**src/inc/lsb_params.svh**
```systemverilog
/*
 * constants for the led sink blink / dim register bank: offsets, fields,
 * reset values and blink timings.
 * assumes a 50 MHz sys_clk and 8-bit registers in 32-bit apb words.
 */
//
// Overview of operation
// - dim code bits 6:0 drive dimmed backlight
// - law 00 linear, 01 square, linear steps
// - law 10 and 11 square, nonlinear steps
// - enable bit 6 is sink 7, bit 0 sink 1
// - on time 0.2, 0.6, 0.8, 1.2 s
// - on time only when enabled, off nonzero
// - sinks 7..5 off time 0.6/1.2/1.8 s
// - blink on for on time, then off
// - cubic laws vary only time per step
`ifndef LSB_PARAMS_SVH
`define LSB_PARAMS_SVH

// ----------------------------------------
// register indexes; byte address is index times four
// ----------------------------------------
`define LSB_IDX_DIM        8'h0A
`define LSB_IDX_LAW        8'h0F
`define LSB_IDX_ENA        8'h10
`define LSB_IDX_TIME       8'h11
`define LSB_IDX_STATE      8'h20
`define LSB_ADDR_W         12

// ----------------------------------------
// fields and reset values
// ----------------------------------------
`define LSB_DIM_MSB        6
`define LSB_LAW_MSB        1
`define LSB_ENA_MSB        6
`define LSB_ON_LSB         6
`define LSB_NSINK          7
`define LSB_NBLINK         3
`define LSB_RST_VAL        8'h00

// ----------------------------------------
// timing: tick in ms, on/off times in ticks, cycles derived at 50 MHz
// ----------------------------------------
`define LSB_CLK_KHZ        50000
`define LSB_TICK_MS        200
`define LSB_TICK_CYC       (`LSB_TICK_MS * `LSB_CLK_KHZ)
`define LSB_ON_T0          3'd1
`define LSB_ON_T1          3'd3
`define LSB_ON_T2          3'd4
`define LSB_ON_T3          3'd6
`define LSB_OFF_T1         4'd3
`define LSB_OFF_T2         4'd6
`define LSB_OFF_T3         4'd9

`endif

```
**src/inc/lsb_pkg.sv**
```systemverilog
/*
 * types for the led sink register bank.
 * assumes lsb_params.svh is on the include path.
 */
package lsb_pkg;
	// ----------------------------------------
	// fade law codes
	// ----------------------------------------
	typedef enum logic [1:0] {
		LSB_LAW_LIN    = 2'h0,
		LSB_LAW_SQR    = 2'h1,
		LSB_LAW_CUB10  = 2'h2,
		LSB_LAW_CUB11  = 2'h3
	} lsb_law_t;

	// ----------------------------------------
	// blink phase, one-hot
	// ----------------------------------------
	typedef enum logic [2:0] {
		LSB_PH_IDLE = 3'b001,
		LSB_PH_ON   = 3'b010,
		LSB_PH_OFF  = 3'b100
	} lsb_phase_t;
endpackage : lsb_pkg

```
**src/rtl/lsb_tick.sv**
```systemverilog
/*
 * 200 ms tick generator: one-cycle pulse each tick period.
 * assumes sys_clk at 50 MHz; period parameter shortens simulation.
 */
`include "lsb_params.svh"

module lsb_tick
	import lsb_pkg::*;
#(
	parameter int unsigned TICK_CYC = `LSB_TICK_CYC
) (
	// clock and reset
	input  wire logic sys_clk,
	input  wire logic rstn,
	input  wire logic clk_en,
	// tick out
	output logic      tick
);
	logic [23:0] cnt_q;

	always_ff @(posedge sys_clk) begin
		if (!rstn) begin
			cnt_q <= 24'h000000;
			tick  <= 1'b0;
		end else if (clk_en) begin
			tick <= (cnt_q == 24'(TICK_CYC - 1));
			if (cnt_q == 24'(TICK_CYC - 1)) begin
				cnt_q <= 24'h000000;
			end else begin
				cnt_q <= cnt_q + 24'h000001;
			end
		end
	end
endmodule : lsb_tick

```
**src/rtl/lsb_blink.sv**
```systemverilog
/*
 * one blinking sink: idle while disabled, on then off, repeating.
 * assumes a shared 200 ms tick pulse from the same clock.
 */
module lsb_blink
	import lsb_pkg::*;
(
	// clock and reset
	input  wire logic       sys_clk,
	input  wire logic       rstn,
	input  wire logic       clk_en,
	// control
	input  wire logic       tick,
	input  wire logic       enable,
	input  wire logic [1:0] on_code,
	input  wire logic [1:0] off_code,
	// output
	output logic            lit
);
	`include "lsb_params.svh"

	lsb_phase_t phase_q;
	logic [3:0] cnt_q;

	function automatic logic [3:0] on_ticks(input logic [1:0] c);
		unique case (c)
			2'h0: on_ticks = {1'b0, `LSB_ON_T0};
			2'h1: on_ticks = {1'b0, `LSB_ON_T1};
			2'h2: on_ticks = {1'b0, `LSB_ON_T2};
			2'h3: on_ticks = {1'b0, `LSB_ON_T3};
		endcase
	endfunction : on_ticks

	function automatic logic [3:0] off_ticks(input logic [1:0] c);
		unique case (c)
			2'h0: off_ticks = 4'h0;
			2'h1: off_ticks = `LSB_OFF_T1;
			2'h2: off_ticks = `LSB_OFF_T2;
			2'h3: off_ticks = `LSB_OFF_T3;
		endcase
	endfunction : off_ticks

	// ----------------------------------------
	// phase machine; durations in whole ticks, first tick may be short
	// ----------------------------------------
	always_ff @(posedge sys_clk) begin
		if (!rstn) begin
			phase_q <= LSB_PH_IDLE;
			cnt_q   <= 4'h0;
		end else if (clk_en) begin
			unique case (phase_q)
				LSB_PH_IDLE: begin
					cnt_q <= 4'h0;
					if (enable) begin
						phase_q <= LSB_PH_ON;
					end
				end
				LSB_PH_ON: begin
					if (!enable) begin
						phase_q <= LSB_PH_IDLE;
					end else if (off_code == 2'h0) begin
						cnt_q <= 4'h0;
					end else if (tick) begin
						if (cnt_q + 4'h1 >= on_ticks(on_code)) begin
							phase_q <= LSB_PH_OFF;
							cnt_q   <= 4'h0;
						end else begin
							cnt_q <= cnt_q + 4'h1;
						end
					end
				end
				LSB_PH_OFF: begin
					if (!enable) begin
						phase_q <= LSB_PH_IDLE;
					end else if (off_code == 2'h0) begin
						phase_q <= LSB_PH_ON;
						cnt_q   <= 4'h0;
					end else if (tick) begin
						if (cnt_q + 4'h1 >= off_ticks(off_code)) begin
							phase_q <= LSB_PH_ON;
							cnt_q   <= 4'h0;
						end else begin
							cnt_q <= cnt_q + 4'h1;
						end
					end
				end
				default: begin
					phase_q <= LSB_PH_IDLE;
				end
			endcase
		end
	end

	always_comb begin
		lit = enable && (phase_q == LSB_PH_ON);
	end
endmodule : lsb_blink

```
**src/rtl/lsb_regs.sv**
```systemverilog
/*
 * led sink blink / dim register bank with apb slave.
 * assumes an apb master on sys_clk and a separate dim request from
 * the backlight timer logic, possibly on another clock.
 */
// The implementer's own choice: the APB register port.
`include "lsb_params.svh"

module lsb_regs
	import lsb_pkg::*;
#(
	parameter int unsigned TICK_CYC = `LSB_TICK_CYC
) (
	// clock and reset
	input  wire logic        sys_clk,
	input  wire logic        rstn,
	input  wire logic        clk_en,
	// apb
	input  wire logic        psel,
	input  wire logic        penable,
	input  wire logic        pwrite,
	input  wire logic [11:0] paddr,
	input  wire logic [31:0] pwdata,
	output logic      [31:0] prdata,
	output logic             pready,
	output logic             pslverr,
	// backlight
	input  wire logic        dim_request,
	output logic      [6:0]  backlight_code,
	// independent sinks
	output logic      [6:0]  sink_on,
	output logic      [1:0]  sink_dac_law,
	output logic             sink_step_nonlinear,
	output logic      [1:0]  sink_fade_law_sel
);
	// ----------------------------------------
	// registers
	// ----------------------------------------
	logic [6:0] backlight_dim_current_q;
	logic [1:0] sink_fade_law_q;
	logic [6:0] sink_enable_control_q;
	logic [7:0] sink_blink_time_upper_q;
	logic [6:0] lit;
	logic       tick;
	logic       dim_sync1_q;
	logic       dim_sync2_q;

	function automatic logic hit(input logic [11:0] a, input logic [7:0] idx);
		hit = (a == {2'h0, idx, 2'h0});
	endfunction : hit

	logic acc;
	logic known;
	always_comb begin
		acc   = psel && penable;
		known = hit(paddr, `LSB_IDX_DIM) || hit(paddr, `LSB_IDX_LAW)
			|| hit(paddr, `LSB_IDX_ENA) || hit(paddr, `LSB_IDX_TIME)
			|| hit(paddr, `LSB_IDX_STATE);
	end

	// ----------------------------------------
	// apb write side; reserved bits dropped
	// ----------------------------------------
	always_ff @(posedge sys_clk) begin
		if (!rstn) begin
			backlight_dim_current_q <= 7'(`LSB_RST_VAL);
			sink_fade_law_q         <= 2'(`LSB_RST_VAL);
			sink_enable_control_q   <= 7'(`LSB_RST_VAL);
			sink_blink_time_upper_q <= `LSB_RST_VAL;
		end else if (clk_en && acc && pwrite) begin
			if (hit(paddr, `LSB_IDX_DIM)) begin
				backlight_dim_current_q <= pwdata[`LSB_DIM_MSB:0];
			end
			if (hit(paddr, `LSB_IDX_LAW)) begin
				sink_fade_law_q <= pwdata[`LSB_LAW_MSB:0];
			end
			if (hit(paddr, `LSB_IDX_ENA)) begin
				sink_enable_control_q <= pwdata[`LSB_ENA_MSB:0];
			end
			if (hit(paddr, `LSB_IDX_TIME)) begin
				sink_blink_time_upper_q <= pwdata[7:0];
			end
		end
	end

	// ----------------------------------------
	// apb answer: zero wait, error on unmapped address
	// ----------------------------------------
	always_ff @(posedge sys_clk) begin
		if (!rstn) begin
			prdata  <= 32'h00000000;
			pready  <= 1'b0;
			pslverr <= 1'b0;
		end else if (clk_en) begin
			pready  <= psel && !penable;
			pslverr <= psel && !penable && !known;
			prdata  <= 32'h00000000;
			if (psel && !penable && !pwrite) begin
				if (hit(paddr, `LSB_IDX_DIM)) begin
					prdata <= {25'h0, backlight_dim_current_q};
				end else if (hit(paddr, `LSB_IDX_LAW)) begin
					prdata <= {30'h0, sink_fade_law_q};
				end else if (hit(paddr, `LSB_IDX_ENA)) begin
					prdata <= {25'h0, sink_enable_control_q};
				end else if (hit(paddr, `LSB_IDX_TIME)) begin
					prdata <= {24'h0, sink_blink_time_upper_q};
				end else if (hit(paddr, `LSB_IDX_STATE)) begin
					prdata <= {25'h0, lit};
				end
			end
		end
	end

	// ----------------------------------------
	// blink engines: sinks 7..5 blink, 4..1 have no off field here
	// ----------------------------------------
	lsb_tick #(
		.TICK_CYC (TICK_CYC)
	) u_tick (
		.sys_clk (sys_clk),
		.rstn    (rstn),
		.clk_en  (clk_en),
		.tick    (tick)
	);

	for (genvar i = 0; i < `LSB_NBLINK; i++) begin : g_blink
		lsb_blink u_blink (
			.sys_clk  (sys_clk),
			.rstn     (rstn),
			.clk_en   (clk_en),
			.tick     (tick),
			.enable   (sink_enable_control_q[4 + i]),
			.on_code  (sink_blink_time_upper_q[7:`LSB_ON_LSB]),
			.off_code (sink_blink_time_upper_q[2 * i + 1 -: 2]),
			.lit      (lit[4 + i])
		);
	end
	assign lit[3:0] = sink_enable_control_q[3:0];

	// ----------------------------------------
	// outputs; dim request may come from another domain, so synchronise
	// ----------------------------------------
	always_ff @(posedge sys_clk) begin
		if (!rstn) begin
			dim_sync1_q <= 1'b0;
			dim_sync2_q <= 1'b0;
		end else if (clk_en) begin
			dim_sync1_q <= dim_request;
			dim_sync2_q <= dim_sync1_q;
		end
	end

	always_ff @(posedge sys_clk) begin
		if (!rstn) begin
			backlight_code      <= 7'h00;
			sink_on             <= 7'h00;
			sink_dac_law        <= 2'h0;
			sink_step_nonlinear <= 1'b0;
			sink_fade_law_sel   <= 2'h0;
		end else if (clk_en) begin
			backlight_code <= dim_sync2_q ? backlight_dim_current_q : 7'h00;
			sink_on        <= lit;
			// dac law: 0 linear, 1 square; cubic codes reuse square dac
			sink_dac_law <= (sink_fade_law_q == LSB_LAW_LIN) ? 2'h0 : 2'h1;
			sink_step_nonlinear <= sink_fade_law_q[1];
			sink_fade_law_sel   <= sink_fade_law_q;
		end
	end
endmodule : lsb_regs

```
**config.mk**
```make
export PLATFORM = sky130hd
export DESIGN_NAME = lsb_regs
export DESIGN_NICKNAME = d
export VERILOG_FILES = /design/src/inc/lsb_pkg.sv /design/src/rtl/lsb_tick.sv /design/src/rtl/lsb_blink.sv /design/src/rtl/lsb_regs.sv
export VERILOG_INCLUDE_DIRS = /design/src /design/src/inc
export SDC_FILE = /design/constraint.sdc
export NUM_CORES = 1
export LEC_CHECK = 0
export BUFFER_PORTS_ARGS = -buffer_cell sky130_fd_sc_hd__buf_2
export CORE_MARGIN = 2
export CORE_UTILIZATION = 50
export DETAILED_ROUTE_END_ITERATION = 10
export GPL_ROUTABILITY_DRIVEN = 1
export HOLD_SLACK_MARGIN = 0.12
export PLACE_DENSITY_LB_ADDON = 0.08
export RECOVER_POWER = 25
export SYNTH_ARGS = -nofsm -noshare
export SYNTH_HDL_FRONTEND = slang
export SYNTH_SLANG_ARGS = --single-unit
```
**constraint.sdc**
```tcl
create_clock -name sys_clk -period 2.05 [get_ports sys_clk]
set_input_delay 0.3075 -clock sys_clk [delete_from_list [all_inputs] [get_ports sys_clk]]
set_output_delay 0.3075 -clock sys_clk [all_outputs]
set_load 0.005 [all_outputs]
```
==> results.yml <==
status:
  outcome: "finished clean"
min_path:
  hold_path.class: "primary input to flip-flop"
synth:
  syn_inst: 636
  yosysSeqAreaShare: 0.365
  yosys.area.top_type_share: 0.365
  synth-seq-cells: 99
  async_reset_ff_frac: 0
  yosysTopAreaCell: "dfxtp_1"
  ys_types: 59
  synth_ff_type: "dfxtp_1"
  syn-cell-area_um2: 5430
  synthTopCellsByCount: "dfxtp_1 (99), nor2_1 (87), nand2_1 (44)"
  synth-edff-count: 0
  synth.most_common_cell: "dfxtp_1"
  yosys-top-cells-area: "dfxtp_1 (37%), mux2i_1 (7.4%), nor2_1 (6.0%)"
  yosysWarnings: 0
  syn_avg_cell_area_um2: 8.53
power:
  cellLeakagePower_nw: 2.74
  p_total_mw: 3.77
  p_sw_frac: 0.268
  internal_power_mw: 2.76
  pwr-share-comb: 0.115
  ir_drop_v: 0.000406
  seqPwrFrac: 0.532
  p_switching_mw: 1.01
  p_clk_frac: 0.353
  power_density_nw_per_um2: 579
clock_network:
  cts_root_buf: "clkbuf_8"
  numCtsBuffers: 9
  clk_pin_slew_ns: 0.10
  ctsHoldBuffers: 0
  cts_tree: "yes"
  clock_sinks: 99
  ctsHtreeMaxLevel: 3
  insertion_delay_ns: 0.38
  clock_path_buffers: 2
sta:
  fin_ws_ns: 0.0519
  final_hold_viol_count: 0
  tightest_slew_ns: 0.824
  finalHoldWorstSlack_ns: 0.173
  fmax_mhz: 500
  tns_ns: 0
  slew_violations: 0
  fin_crit_sh: 0.975
  period_needed_ns: 2.00
  worst_clock_skew_ns: 0.00833
  slew_headroom: 0.451
  final-setup-viol-count: 0
die:
  die_y_um: 108
  io_pins: 104
  die_x_um: 108
  core_area_um2: 10700
  die_area_um2: 11700
  start_util: 0.507
  core.rowCount: 38
critical_path:
  crit_arrival_ns: 2.31
  max_stage_delay_ns: 0.52
  cp_top_family: "simple AND/OR/NAND/NOR gates"
  crit_type: "flip-flop to flip-flop"
  required_ns: 2.37
  critical_path.n_buffers_inverters: 0
  worst_path_most_repeated_cell: "nand2b_4"
  critPathMaxFanout: 3
  crit_slowest_cell: "or4b_4"
  cp-end-kind: "flip-flop"
  cp_cell_sequence: "nand2b_4, ha_1, nand2b_4, a211oi_4, nor2_2, or4b_4, a21oi_2"
  crit_path_start_kind: "flip-flop"
global_route:
  met2_usage: 0.374
  grt.met1_usage: 0.320
  grt_pass1_vias: 4495
  overflow: 0
  grt_use_total: 0.234
  antenna_found_initial: 0
  grt_util_met3: 0.0325
  grt_max_degree: 46
  gr-max-usage-layer: "met2"
  grt_pass1_wl_mm: 21.6
place:
  placed_cells: 852
  gp_congestion: 0.903
  port_buffers: 54
  place_ws_ns: -0.353
  dp_hpwl_mm: 9.85
  postPlaceCellArea_um2: 6060
drt:
  ant_nets: 0
  wl_mm: 13.4
  num_vias: 4803
  firstDrtPassIters: 4
  initialDrtViolationCount: 321
  via_per_inst: 5.51
  drc: 0
  wire_per_inst_um: 15.3
final_layout:
  final_layout_size_suffix_gt1_frac: 0.231
  n_fill_cell: 947
  final_nets: 803
  utilization: 0.609
  diodes: 0
  final_area_um2: 6510
  area_growth_pct: 20.0
  final_cell_count_no_fill: 872
run:
  max_cap_viol_count: 0
==> registers in the layout, indices dropped and copies added, names as in the netlist <==
register	count
sink_fade_law_q	2
pslverr	1
g_blink.u_blink.phase_q	9
u_tick.cnt_q	24
prdata	8
backlight_code	7
g_blink.u_blink.cnt_q	12
sink_dac_law	1
backlight_dim_current_q	7
sink_blink_time_upper_q	8
sink_on	7
dim_sync1_q	1
sink_enable_control_q	7
sink_step_nonlinear	1
dim_sync2_q	1
u_tick.tick	1
pready	1
sink_fade_law_sel	1
==> tightest hold or removal path, cell delays in order <==
cell,delay [ns]
buf_2,0.07
mux2i_1,0.06
nor2_1,0.08
==> final timing paths <==
| path | from | endpoint | slack [ns] | cells past startpoint |
|---|---|---|---|---|
| max | sink_blink_time_upper_q[1] | g_blink[0].u_blink.cnt_q[3] | 0.05 | 7 |
| min | dim_request | dim_sync1_q | 0.17 | 3 |
| max reg2reg | sink_blink_time_upper_q[1] | g_blink[0].u_blink.cnt_q[3] | 0.05 | 7 |
| min reg2reg | backlight_code[6] | backlight_code[6] | 0.47 | 2 |
==> metal layers <==
layer / vias up / wire [um]
met5: - / 0
met4: 0 / 234
met3: 18 / 534
met2: 104 / 6260
met1: 2273 / 6340
li1: 2408 / -
==> power by group through the flow <==
stage                     registers (mW)  clock network, mW  logic, mW
final                               2.01               1.33      0.432
after CTS                           2.00               1.36      0.418
after global routing                2.01               1.43      0.475
after floorplan                     2.03                  0      0.326
after global placement              2.05                  0      0.403
after detailed placement            2.05                  0      0.409
==> area by class of cell <==
cell class | count | area, um^2 | area share
flip-flops and latches | 99 | 2000 | 0.308
multi-input cells | 497 | 3430 | 0.526
clock inverters | 5 | 58.8 | 0.00903
clock buffers | 11 | 151 | 0.0233
inverters | 15 | 56.3 | 0.00865
well taps | 140 | 175 | 0.0269
repair buffers | 105 | 641 | 0.0984
==> cells in the final DEF (no fill, tap or decap), types with 12 or more instances in the layout <==
cell       n
nand3_1   24
nand4_1   12
buf_4     47
nor2_1    86
mux2i_1   40
dfxtp_1   88
nand2b_1  15
clkbuf_1  12
inv_1     14
conb_1    25
xor2_1    19
nand2_1   44
o21ai_0   23
a21oi_1   37
buf_2     44
ha_1      19
==> timing repair <==
action                                  CTS  global route
buffers inserted                          0             4
endpoints found under the setup margin   10            24
gates resized for setup                  19            35
pin swaps                                 3            21
cloned                                    0             0
endpoints found under the hold margin     0             0
==> kinds of logic after synthesis <==
logic type | Yosys count | share of synthesized area
adders and majority gates | 25 | 0.0576
xor gates and xnor gates | 34 | 0.0549
muxes | 40 | 0.0738
and+or+nand+nor | 254 | 0.241
buffers and inverters | 64 | 0.0666
other | 1 | 0.000691
DFF | 99 | 0.365
AOI/OAI and AO/OA | 119 | 0.140
Power figures use the tool's default switching activity.
